File: src/nvc_defines.svh
// Constants for the nonvolatile SRAM store/recall host controller.
// Assumes a 125 MHz system clock; times are given in nanoseconds.
`ifndef NVC_DEFINES_SVH
`define NVC_DEFINES_SVH
`define NVC_CLK_PERIOD_NS   8
`define NVC_ADDR_W          21
`define NVC_DATA_W          16
`define NVC_SEQ_LO          2
`define NVC_SEQ_HI          14
`define NVC_SEQ_A1          21'h004e38
`define NVC_SEQ_A2          21'h00b1c7
`define NVC_SEQ_A3          21'h0083e0
`define NVC_SEQ_A4          21'h007c1f
`define NVC_SEQ_A5          21'h00703f
`define NVC_SEQ_STORE       21'h008fc0
`define NVC_SEQ_RECALL      21'h004c63
`define NVC_SEQ_AS_OFF      21'h008b45
`define NVC_SEQ_AS_ON       21'h004b46
`define NVC_STROBE_NS       48
`define NVC_STROBE_CYC      ((`NVC_STROBE_NS + `NVC_CLK_PERIOD_NS - 1) / `NVC_CLK_PERIOD_NS)
`define NVC_PIN_STORE_NS    40
`define NVC_PIN_STORE_CYC   ((`NVC_PIN_STORE_NS + `NVC_CLK_PERIOD_NS - 1) / `NVC_CLK_PERIOD_NS)
`define NVC_CNT_W           24
`endif

File: src/nvc_pkg.sv
// Types for the nonvolatile SRAM store/recall host controller.
// Assumes nvc_defines.svh supplies the numeric constants.
`include "nvc_defines.svh"
package nvc_pkg;
  typedef enum logic [2:0] {
    NVC_CMD_STORE,
    NVC_CMD_RECALL,
    NVC_CMD_AS_OFF,
    NVC_CMD_AS_ON,
    NVC_CMD_PIN_STORE,
    NVC_CMD_READ,
    NVC_CMD_WRITE
  } nvc_cmd_t;
endpackage : nvc_pkg
File: src/nvc_host_ctrl.sv
// Host-side controller driving a nonvolatile SRAM over its asynchronous port and busy pin.
// Assumes the busy pin wire is resolved outside with a pull-up; the store/recall times are parameters.
`timescale 1ns/1ps
`include "nvc_defines.svh"
module nvc_host_ctrl
  import nvc_pkg::*;
#(
  parameter int unsigned STORE_CYC  = 2_000_000,
  parameter int unsigned RECALL_CYC = 25_000
) (
  // Clock and reset
  input  wire logic                     clk_sys,
  input  wire logic                     rst_n,
  // Command port
  input  wire logic                     cmdValid,
  input  nvc_pkg::nvc_cmd_t             cmdOp,
  input  wire logic [`NVC_ADDR_W-1:0]   cmdAddr,
  input  wire logic [`NVC_DATA_W-1:0]   cmdWdata,
  output logic                          cmdReady,
  output logic                          rspValid,
  output logic [`NVC_DATA_W-1:0]        rspRdata,
  output logic                          devBusy,
  // SRAM port
  output logic [`NVC_ADDR_W-1:0]        sramAddr,
  output logic                          sramCeN,
  output logic                          sramOeN,
  output logic                          sramWeN,
  output logic [`NVC_DATA_W-1:0]        sramDqOut,
  output logic                          sramDqOe,
  input  wire logic [`NVC_DATA_W-1:0]   sramDqIn,
  // Busy pin, open drain
  input  wire logic                     storeBusyNIn,
  output logic                          storeBusyNOut,
  output logic                          storeBusyNOe
);
  import nvc_pkg::*;

  typedef enum logic [2:0] {
    NVC_IDLE, NVC_STROBE, NVC_GAP, NVC_PIN, NVC_WAIT_DEV
  } nvc_state_t;

  nvc_state_t                 state_q;
  nvc_cmd_t                   op_q;
  logic [2:0]                 seqIdx_q;
  logic [`NVC_CNT_W-1:0]      cnt_q;
  logic                       busyMeta_q;
  logic                       busySync_q;

  // ****************************************
  // Busy pin synchroniser
  // ****************************************
  always_ff @(posedge clk_sys) begin
    if (!rst_n) begin
      // Reset low so no command is taken before the pin has been seen high
      busyMeta_q <= 1'b0;
      busySync_q <= 1'b0;
    end else begin
      busyMeta_q <= storeBusyNIn;
      busySync_q <= busyMeta_q;
    end
  end

  // ****************************************
  // Sequence address lookup
  // ****************************************
  function automatic logic [`NVC_ADDR_W-1:0] seqAddr(input logic [2:0] idx, input nvc_cmd_t op);
    logic [`NVC_ADDR_W-1:0] a;
    a = `NVC_SEQ_STORE;
    unique case (idx)
      3'h0: a = `NVC_SEQ_A1;
      3'h1: a = `NVC_SEQ_A2;
      3'h2: a = `NVC_SEQ_A3;
      3'h3: a = `NVC_SEQ_A4;
      3'h4: a = `NVC_SEQ_A5;
      default: begin
        if (op == NVC_CMD_RECALL) a = `NVC_SEQ_RECALL;
        else if (op == NVC_CMD_AS_OFF) a = `NVC_SEQ_AS_OFF;
        else if (op == NVC_CMD_AS_ON) a = `NVC_SEQ_AS_ON;
        else a = `NVC_SEQ_STORE;
      end
    endcase
    return a;
  endfunction : seqAddr

  // Six-read commands, as opposed to plain accesses and the pin request
  wire logic isSeq = (op_q == NVC_CMD_STORE) || (op_q == NVC_CMD_RECALL) ||
                     (op_q == NVC_CMD_AS_OFF) || (op_q == NVC_CMD_AS_ON);

  // ****************************************
  // Access sequencer
  // ****************************************
  // A sequence is issued as six uninterrupted reads; commands are refused meanwhile so
  // no foreign access can slip in and abort it.
  always_ff @(posedge clk_sys) begin
    if (!rst_n) begin
      state_q       <= NVC_IDLE;
      op_q          <= NVC_CMD_READ;
      seqIdx_q      <= 3'h0;
      cnt_q         <= '0;
      cmdReady      <= 1'b0;
      rspValid      <= 1'b0;
      rspRdata      <= '0;
      devBusy       <= 1'b1;
      sramAddr      <= '0;
      sramCeN       <= 1'b1;
      sramOeN       <= 1'b1;
      sramWeN       <= 1'b1;
      sramDqOut     <= '0;
      sramDqOe      <= 1'b0;
      storeBusyNOut <= 1'b0;
      storeBusyNOe  <= 1'b0;
    end else begin
      rspValid <= 1'b0;
      unique case (state_q)
        NVC_IDLE: begin
          // Device busy during power-up recall or any store: hold off
          devBusy  <= !busySync_q;
          cmdReady <= busySync_q;
          // Ready alone qualifies the take, so a master never sees its request dropped;
          // a pin falling inside the synchroniser lag is left to the device to block
          if (cmdValid && cmdReady) begin
            cmdReady <= 1'b0;
            op_q     <= cmdOp;
            seqIdx_q <= 3'h0;
            devBusy  <= 1'b1;
            if (cmdOp == NVC_CMD_PIN_STORE) begin
              storeBusyNOe <= 1'b1;
              cnt_q        <= `NVC_CNT_W'(`NVC_PIN_STORE_CYC);
              state_q      <= NVC_PIN;
            end else begin
              sramCeN  <= 1'b0;
              sramWeN  <= !(cmdOp == NVC_CMD_WRITE);
              sramOeN  <= (cmdOp == NVC_CMD_WRITE);
              sramDqOe <= (cmdOp == NVC_CMD_WRITE);
              sramDqOut <= cmdWdata;
              sramAddr <= (cmdOp == NVC_CMD_READ || cmdOp == NVC_CMD_WRITE) ? cmdAddr
                          : seqAddr(3'h0, cmdOp);
              cnt_q    <= `NVC_CNT_W'(`NVC_STROBE_CYC);
              state_q  <= NVC_STROBE;
            end
          end
        end
        NVC_STROBE: begin
          cnt_q <= cnt_q - 1'b1;
          if (cnt_q == `NVC_CNT_W'(1)) begin
            rspRdata <= sramDqIn;
            sramCeN  <= 1'b1;
            sramOeN  <= 1'b1;
            sramWeN  <= 1'b1;
            sramDqOe <= 1'b0;
            state_q  <= NVC_GAP;
          end
        end
        NVC_GAP: begin
          if (isSeq && seqIdx_q != 3'h5) begin
            seqIdx_q <= seqIdx_q + 3'h1;
            sramAddr <= seqAddr(seqIdx_q + 3'h1, op_q);
            sramCeN  <= 1'b0;
            sramOeN  <= 1'b0;
            cnt_q    <= `NVC_CNT_W'(`NVC_STROBE_CYC);
            state_q  <= NVC_STROBE;
          end else if (op_q == NVC_CMD_STORE) begin
            // Store and recall hold the host off for the device's own cycle time
            cnt_q   <= `NVC_CNT_W'(STORE_CYC);
            state_q <= NVC_WAIT_DEV;
          end else if (op_q == NVC_CMD_RECALL) begin
            cnt_q   <= `NVC_CNT_W'(RECALL_CYC);
            state_q <= NVC_WAIT_DEV;
          end else begin
            rspValid <= 1'b1;
            state_q  <= NVC_IDLE;
          end
        end
        NVC_PIN: begin
          // Long enough for the device to see it and let any write finish
          cnt_q <= cnt_q - 1'b1;
          if (cnt_q == `NVC_CNT_W'(1)) begin
            storeBusyNOe <= 1'b0;
            cnt_q        <= `NVC_CNT_W'(STORE_CYC);
            state_q      <= NVC_WAIT_DEV;
          end
        end
        NVC_WAIT_DEV: begin
          // Wait out the store or recall time, and the pin too since the device owns it
          // Waiting on the pin alone would miss a store the device has yet to start
          if (cnt_q != '0) cnt_q <= cnt_q - 1'b1;
          else if (busySync_q) begin
            rspValid <= 1'b1;
            state_q  <= NVC_IDLE;
          end
        end
        default: state_q <= NVC_IDLE;
      endcase
    end
  end
endmodule : nvc_host_ctrl

File: config.mk
export PLATFORM = sky130hd
export DESIGN_NAME = nvc_host_ctrl
export DESIGN_NICKNAME = d
export VERILOG_FILES = /design/src/nvc_pkg.sv /design/src/nvc_host_ctrl.sv
export VERILOG_INCLUDE_DIRS = /design/src
export SDC_FILE = /design/constraint.sdc
export NUM_CORES = 1
export LEC_CHECK = 0
export BUFFER_PORTS_ARGS = -buffer_cell sky130_fd_sc_hd__buf_2
export CAP_MARGIN = 10
export CORE_ASPECT_RATIO = 1.5
export CORE_MARGIN = 1.5
export CORE_UTILIZATION = 50
export CTS_BUF_LIST = sky130_fd_sc_hd__clkbuf_2 sky130_fd_sc_hd__clkbuf_4 sky130_fd_sc_hd__clkbuf_8
export DETAILED_ROUTE_END_ITERATION = 10
export PLACE_DENSITY = 0.79
export SLEW_MARGIN = 20
export SYNTH_ARGS = -nofsm -noshare
export SYNTH_HDL_FRONTEND = slang
export SYNTH_SLANG_ARGS = --single-unit
File: constraint.sdc
create_clock -name clk_sys -period 2.1 [get_ports clk_sys]
set_input_delay 0.42 -clock clk_sys [delete_from_list [all_inputs] [get_ports clk_sys]]
set_output_delay 0.42 -clock clk_sys [all_outputs]
set_load 0.02 [all_outputs]
# Yosys cells after proc, flatten, opt, wreduce, memory -nomap -nowiden

Index checks and enable logic that the tools add are counted.

Add/sub/neg operators: 2
Equal/unequal tests: 26
Multiplexer cells: 54
Bitwise gates (word level): 1
Reduce and logical (&&, ||, !) cells: 27

Operators with widths:

| operator                                                              | count |
|---|---|
| 24-bit two-way mux                                                    | 6 |
| 24-bit one-hot mux with 5 select lines                                | 1 |
| 21-bit two-way mux                                                    | 4 |
| 16-bit one-hot mux with 5 select lines                                | 1 |
| 16-bit two-way mux                                                    | 3 |
| 21-bit one-hot mux with 2 select lines                                | 1 |
| 3-bit two-way mux                                                     | 10 |
| 24-bit by 1-bit == test with 1-bit output (second input constant)     | 1 |
| 24-bit nonzero test                                                   | 1 |
| 24-bit by 1-bit subtractor with 24-bit output (second input constant) | 1 |
| 3-bit by 2-bit == test with 1-bit output (second input constant)      | 6 |
| 1-bit two-way mux                                                     | 18 |
| 2-bit inequality test (second input constant)                         | 9 |
| 4-bit AND reduction                                                   | 4 |
| 3-bit == test (second input constant)                                 | 5 |
| 3-bit one-hot mux with 5 select lines                                 | 1 |
| 5-bit AND reduction                                                   | 2 |
| 3-bit by 1-bit == test with 1-bit output (second input constant)      | 3 |
| 3-bit zero test                                                       | 3 |
| 1-bit one-hot mux with 2 select lines                                 | 4 |
| 1-bit one-hot mux with 3 select lines                                 | 2 |
| 3-bit one-hot mux with 2 select lines                                 | 1 |
| 3-bit AND reduction                                                   | 2 |
| 2-bit nonzero test                                                    | 3 |
| 11 further kinds                                                      | 18 |

Register bits: 96
Bits of input ports: 60
Output and inout port bits: 62
Logic and storage cells: 127

# Depth between registers and ports, before layout

Word-level depth: 7
Mapped depth: 10
Depth with buffers taken out: 8

# Worst setup path before layout

OpenSTA, ideal clock, no wires.

Path kind: register to register
Start point: reg seqIdx_q[1]
End point: reg sramAddr[10]
Library setup time: 0.071 ns
Data arrival time: 2.107 ns
Required time: 2.029 ns
Setup slack: -0.078 ns
Stages on the path, launching flop included: 10
Path buffers: 2
Period minus slack after synthesis: 2.178 ns
Path through: dfxtp_1 > inv_1 > ha_1 > clkbuf_1 > a21o_1 > a21o_1 > or3_1 > buf_2 > or3_1 > a21oi_1

Longest elaborated chain between the ends: 5
Elaborated cells between the ends (all ways): 13
Classes of those cells: add/sub (1); eq/ne (6); mux (3); reduce/logical (3)

Ends and longest elaborated chain:

| what                                        | line                 | text |
|---|---|---|
| from (decl)                                 | nvc_host_ctrl.sv:44  | `logic [2:0] seqIdx_q;` |
| from (signal assigned)                      | nvc_host_ctrl.sv:156 | `seqIdx_q <= seqIdx_q + 3'h1;` |
| 3-bit by 1-bit adder with 3-bit output      | nvc_host_ctrl.sv:157 | `sramAddr <= seqAddr(seqIdx_q + 3'h1, op_q);` |
| 3-bit == test, or another cell as far along | nvc_host_ctrl.sv:69  | `unique case (idx)` |
| 16-bit one-hot mux with 5 select lines      | nvc_host_ctrl.sv:69  |  |
| 21-bit two-way mux                          | nvc_host_ctrl.sv:155 | `if (isSeq && seqIdx_q != 3'h5) begin` |
| 21-bit one-hot mux with 2 select lines      | nvc_host_ctrl.sv:114 | `unique case (state_q)` |
| to (signal assigned)                        | nvc_host_ctrl.sv:136 | `sramAddr <= (cmdOp == NVC_CMD_READ \|\| cmdOp == NVC_CMD_WRITE) ? cmdAddr` |
| to (signal assigned)                        | nvc_host_ctrl.sv:157 |  |
| to (decl)                                   | nvc_host_ctrl.sv:24  | `` output logic [`NVC_ADDR_W-1:0] sramAddr, `` |

Parallel ways exist; a longest one is shown, timed or not. The select of a mux whose other input is x is not followed.
A chain may end at the register's enable or synchronous reset.

# Worst setup path in the final report

Start point: reg cnt_q[7]
End point: reg cnt_q[17]

Longest elaborated chain between the ends: 3
Elaborated cells between the ends (all ways): 8
Classes of those cells: add/sub (1); eq/ne (2); mux (3); reduce/logical (2)

Ends and longest elaborated chain:

| what                                                                                 | line                                                             | text |
|---|---|---|
| from (decl)                                                                          | nvc_host_ctrl.sv:45                                              | `` logic [`NVC_CNT_W-1:0] cnt_q; `` |
| from (signal assigned)                                                               | nvc_host_ctrl.sv:128                                             | `` cnt_q <= `NVC_CNT_W'(`NVC_PIN_STORE_CYC); `` |
| from (signal assigned)                                                               | nvc_host_ctrl.sv:138                                             | `` cnt_q <= `NVC_CNT_W'(`NVC_STROBE_CYC); `` |
| from (signal assigned)                                                               | nvc_host_ctrl.sv:144                                             | `cnt_q <= cnt_q - 1'b1;` |
| 24-bit by 1-bit subtractor with 24-bit output, or another cell as far along          | nvc_host_ctrl.sv:144, nvc_host_ctrl.sv:176, nvc_host_ctrl.sv:186 |  |
| 24-bit two-way mux, or another cell as far along                                     | nvc_host_ctrl.sv:186                                             | `if (cnt_q != '0) cnt_q <= cnt_q - 1'b1;` |
| 24-bit one-hot mux with 5 select lines / 4-bit AND reduction (equally long branches) | -                                                                |  |

Parallel ways exist; a longest one is shown, timed or not. The select of a mux whose other input is x is not followed.

==> summary.txt <==
Worst hold path
  • Path category of the worst min-delay check: primary input to flop
  • Worst min-delay path startpoint: storeBusyNIn
  • Worst-case hold path end point: busyMeta_q
  • Worst hold path depth: 2

Drt
  • Vias per Instance: approximately 6
  • Vias after detailed routing: 5545
  • Wirelength, routed: 16700 µm
  • Post-detailed-route DRC marker count: 0
  • Pre-antenna DRT Iters: 5
  • WL per Instance: approximately 18 µm
  • Residual antenna-violating net count after detailed routing: 0
  • Initial drt markers: around 400

Worst setup path
  • Slowest-stage cell, CP: sky130_fd_sc_hd__o41a_4
  • Reg-to-reg critical path startpoint: cnt_q[7]
  • Capturing element type of the critical path: flop
  • Critical R2R Capture: cnt_q[17]
  • Sort of element at the start of the critical path: flop
  • Worst setup slack for register-to-register paths: -60 ps
  • Arrival time worst endpoint: approximately 2400 ps
  • Setup crit start: cnt_q[7]
  • Cell breakdown of the critical path: nor4_4 -> buf_4 -> nand3_4 -> o41a_4 -> or2_1 -> a31o_1 -> a21o_1
  • CP required: 2390 ps
  • CP max FO: 8
  • Worst reg-to-reg path cell count: 7
  • Critical path class: flop to flop
  • Worst path max stage delay: around 520 ps
  • Crit path buf inv count: 1
  • Cell family with the largest share of critical-path delay: compound AO/OA/AOI/OAI gates

Cells and area
  • Fraction of layout instances using a drive strength above 1: a little over two fifths
  • Util after Layout: 73.6%
  • Synth-to-Final Area Change: 43.4%
  • Total number of nets in the final design: between 800 and 900
  • Post-layout instance area: just under 7000 µm²
  • Antenna cells: 0
  • Non-filler instance count after layout: approximately 920

Clocking
  • Maximum number of buffers from clock root to sink: 2
  • Inserted Clock Buffers: 9
  • Clock latency at the later pin of the worst-skew pair: between 300 and 400 ps
  • CTS H-tree depth: 3
  • CTS root buffer: sky130_fd_sc_hd__clkbuf_8
  • Number of clock sinks seen by CTS: 96
  • Post-CTS clock slew at the launch and capture registers of the worst setup and hold paths: roughly 100 ps
  • CTS tree: done

Synthesis
  • Post-synth top area share: approximately two fifths
  • Post-synthesis instance area: ~4700 µm²
  • Top-count cell post-synth: sky130_fd_sc_hd__nand2_1
  • Number of library cell types mapped by synthesis: 65
  • Cell types with the largest area share after synthesis: sky130_fd_sc_hd__dfxtp_1, sky130_fd_sc_hd__a21oi_1, sky130_fd_sc_hd__nand2_1, sky130_fd_sc_hd__o21ai_0, sky130_fd_sc_hd__nor2_1
  • Number of flip-flops and latches in the synthesized netlist: between 90 and 100
  • Number of warnings printed during yosys synthesis: 0
  • Post-synth EDFFs: 0
  • Number of cells produced by synthesis: between 600 and 700
  • Part of the Yosys area used for sequential elements: a little over 40%
  • Fraction of synthesis flops using an asynchronous set or reset pin: 0%
  • Commonest register cell after synthesis: sky130_fd_sc_hd__dfxtp_1
  • Cell taking the most area after synthesis: sky130_fd_sc_hd__dfxtp_1
  • Synthesized net count: 675
  • Average cell area after synthesis: between 7 and 8 µm²
  • Most common library cells after synthesis: sky130_fd_sc_hd__nand2_1, sky130_fd_sc_hd__a21oi_1, sky130_fd_sc_hd__dfxtp_1, sky130_fd_sc_hd__nor2_1, sky130_fd_sc_hd__o21ai_0

STA
  • RSZ-0062 raised after global routing: yes
  • Tcrit/Tclk final: 103%
  • Setup TNS Final: -350 ps
  • Final setup viols: 17
  • Slew @ Worst Pin: 565 ps
  • Max Clock Freq: between 400 and 500 MHz
  • Fin Clk Skew: 10.9 ps
  • Number of failing hold endpoints at the final stage: 0
  • Worst Slack Setup Final: -55.6 ps
  • Max-slew headroom at the worst pin: approximately three fifths
  • Count of final max-slew check failures: 0
  • Minimum period implied by the final worst setup slack: ~2200 ps

GRT
  • Initial antenna violation count: 0
  • Pin count of the biggest net entering global routing: 62
  • GRT Total Usage: ~29%
  • Number of global-route vias before repair: 5090
  • Wire length of the first global-routing pass: between 20000 and 25000 µm
  • Global-route congestion overflow total: 0

Die
  • Placeable core area: approximately 9300 µm²
  • Die Area: 10100 µm²
  • Number of top-level pins: between 100 and 150
  • Width of the die: approximately 83 µm
  • Overall die height: around 120 µm
  • Initial cell density of the core: between 50% and 60%
  • Row count: 43

Pwr
  • Pwr per Cell Area: ~1300 nW/µm²
  • Overall Power: between 9 and 10 mW
  • Leakage: approximately 2.9 nW
  • Max VDD drop: ~0.97 mV

Outcome
  • Failing checks: negative setup slack
  • Outcome: finished, violations left

Placed design
  • Input/output buffers: 120
  • Routability congestion estimate from global placement: 0.989
  • Post-Place Cell Area: approximately 6000 µm²
  • Final HPWL DP: about 11000 µm
  • Placed Instances: between 800 and 900

Job
  • Maximum capacitance violations: 0
[sequential cells by signal (all words and copies together), names as in the netlist]
register,cells
sramDqOe,1
sramOeN,1
sramWeN,1
cnt_q,24
rspRdata,16
seqIdx_q,3
busySync_q,1
op_q,3
storeBusyNOe,1
sramCeN,1
sramDqOut,16
busyMeta_q,1
rspValid,1
sramAddr,21
cmdReady,1
state_q,3
devBusy,1
[final cells by class]
class / instances / area [µm²]
multi-input cells: 461 / 3000
fillers: 675 / 2440
flip-flops and latches: 96 / 1930
repair buffers: 219 / 1510
well taps: 112 / 140
clock buffers: 9 / 124
clock inverters: 7 / 62.6
inverters: 12 / 45.0
[placed cells by master (no fill, tap or decap), types with 10 or more instances in the layout]
cell type	synthesis	layout
sky130_fd_sc_hd__nor3_1	15	12
sky130_fd_sc_hd__nand3_1	18	18
sky130_fd_sc_hd__buf_2	11	120
sky130_fd_sc_hd__a21oi_2	0	22
sky130_fd_sc_hd__dfxtp_1	96	93
sky130_fd_sc_hd__inv_1	12	11
sky130_fd_sc_hd__o21ai_2	0	10
sky130_fd_sc_hd__a21o_1	10	10
sky130_fd_sc_hd__o21ai_0	37	21
sky130_fd_sc_hd__buf_4	5	82
sky130_fd_sc_hd__nand2_4	0	14
sky130_fd_sc_hd__a21oi_1	96	74
sky130_fd_sc_hd__nor2_1	45	41
sky130_fd_sc_hd__nand2_1	106	89
[how the worst max path moves through the flow]
stage / end / slack, ps / cells past startpoint
2_1_floorplan: sramAddr[10] / 4 / 9
3_3_place_gp: cnt_q[19] / -100 / 7
3_5_place_dp: sramAddr[9] / -120 / 7
4_1_cts: cnt_q[0] / -40 / 7
5_1_grt: cnt_q[17] / -130 / 9
6_report: cnt_q[17] / -60 / 7
[metrics by stage]
step | worst slack (ps) | hold WS (ps)
finish | -55.6 | 257
global route | -134 | 262
CTS | -41.2 | 248
detailed placement | -122 | 429
global placement | -100 | 417
floorplan | 4.30 | 412
[what timing repair did]
| action | 4_1_cts | 5_1_grt |
|---|---|---|
| resized for setup | 4 | 117 |
| hold buffers | 0 | 0 |
| buffers inserted | 1 | 13 |
| pin swaps | 2 | 48 |
| gates cloned | 0 | 5 |
| setup endpoints to repair | 40 | 66 |
[power breakdown]
part | total [mW] | internal (mW) | switching (mW)
combinational | 5.70 | 2.36 | 3.34
sequential | 2.29 | 2.08 | 0.212
clock | 1.18 | 0.456 | 0.728
[cells by family after synthesis]
group | share of synthesized area [%]
DFF | 40.5
and+or+nand+nor | 26.4
other | 0.0790
buffers and inverters | 4.87
adders and majority gates | 1.84
AOI/OAI and AO/OA | 25.6
xor gates and xnor gates | 0.369
muxes | 0.422
[layer usage]
layer	vias up	GRT usage, %	wire [µm]
li1	2554	-	-
met1	2626	32.4	6330
met2	295	52.4	8830
met3	70	4.68	896
met4	0	12.3	688
met5	-	0	0
Power figures use the tool's default switching activity.
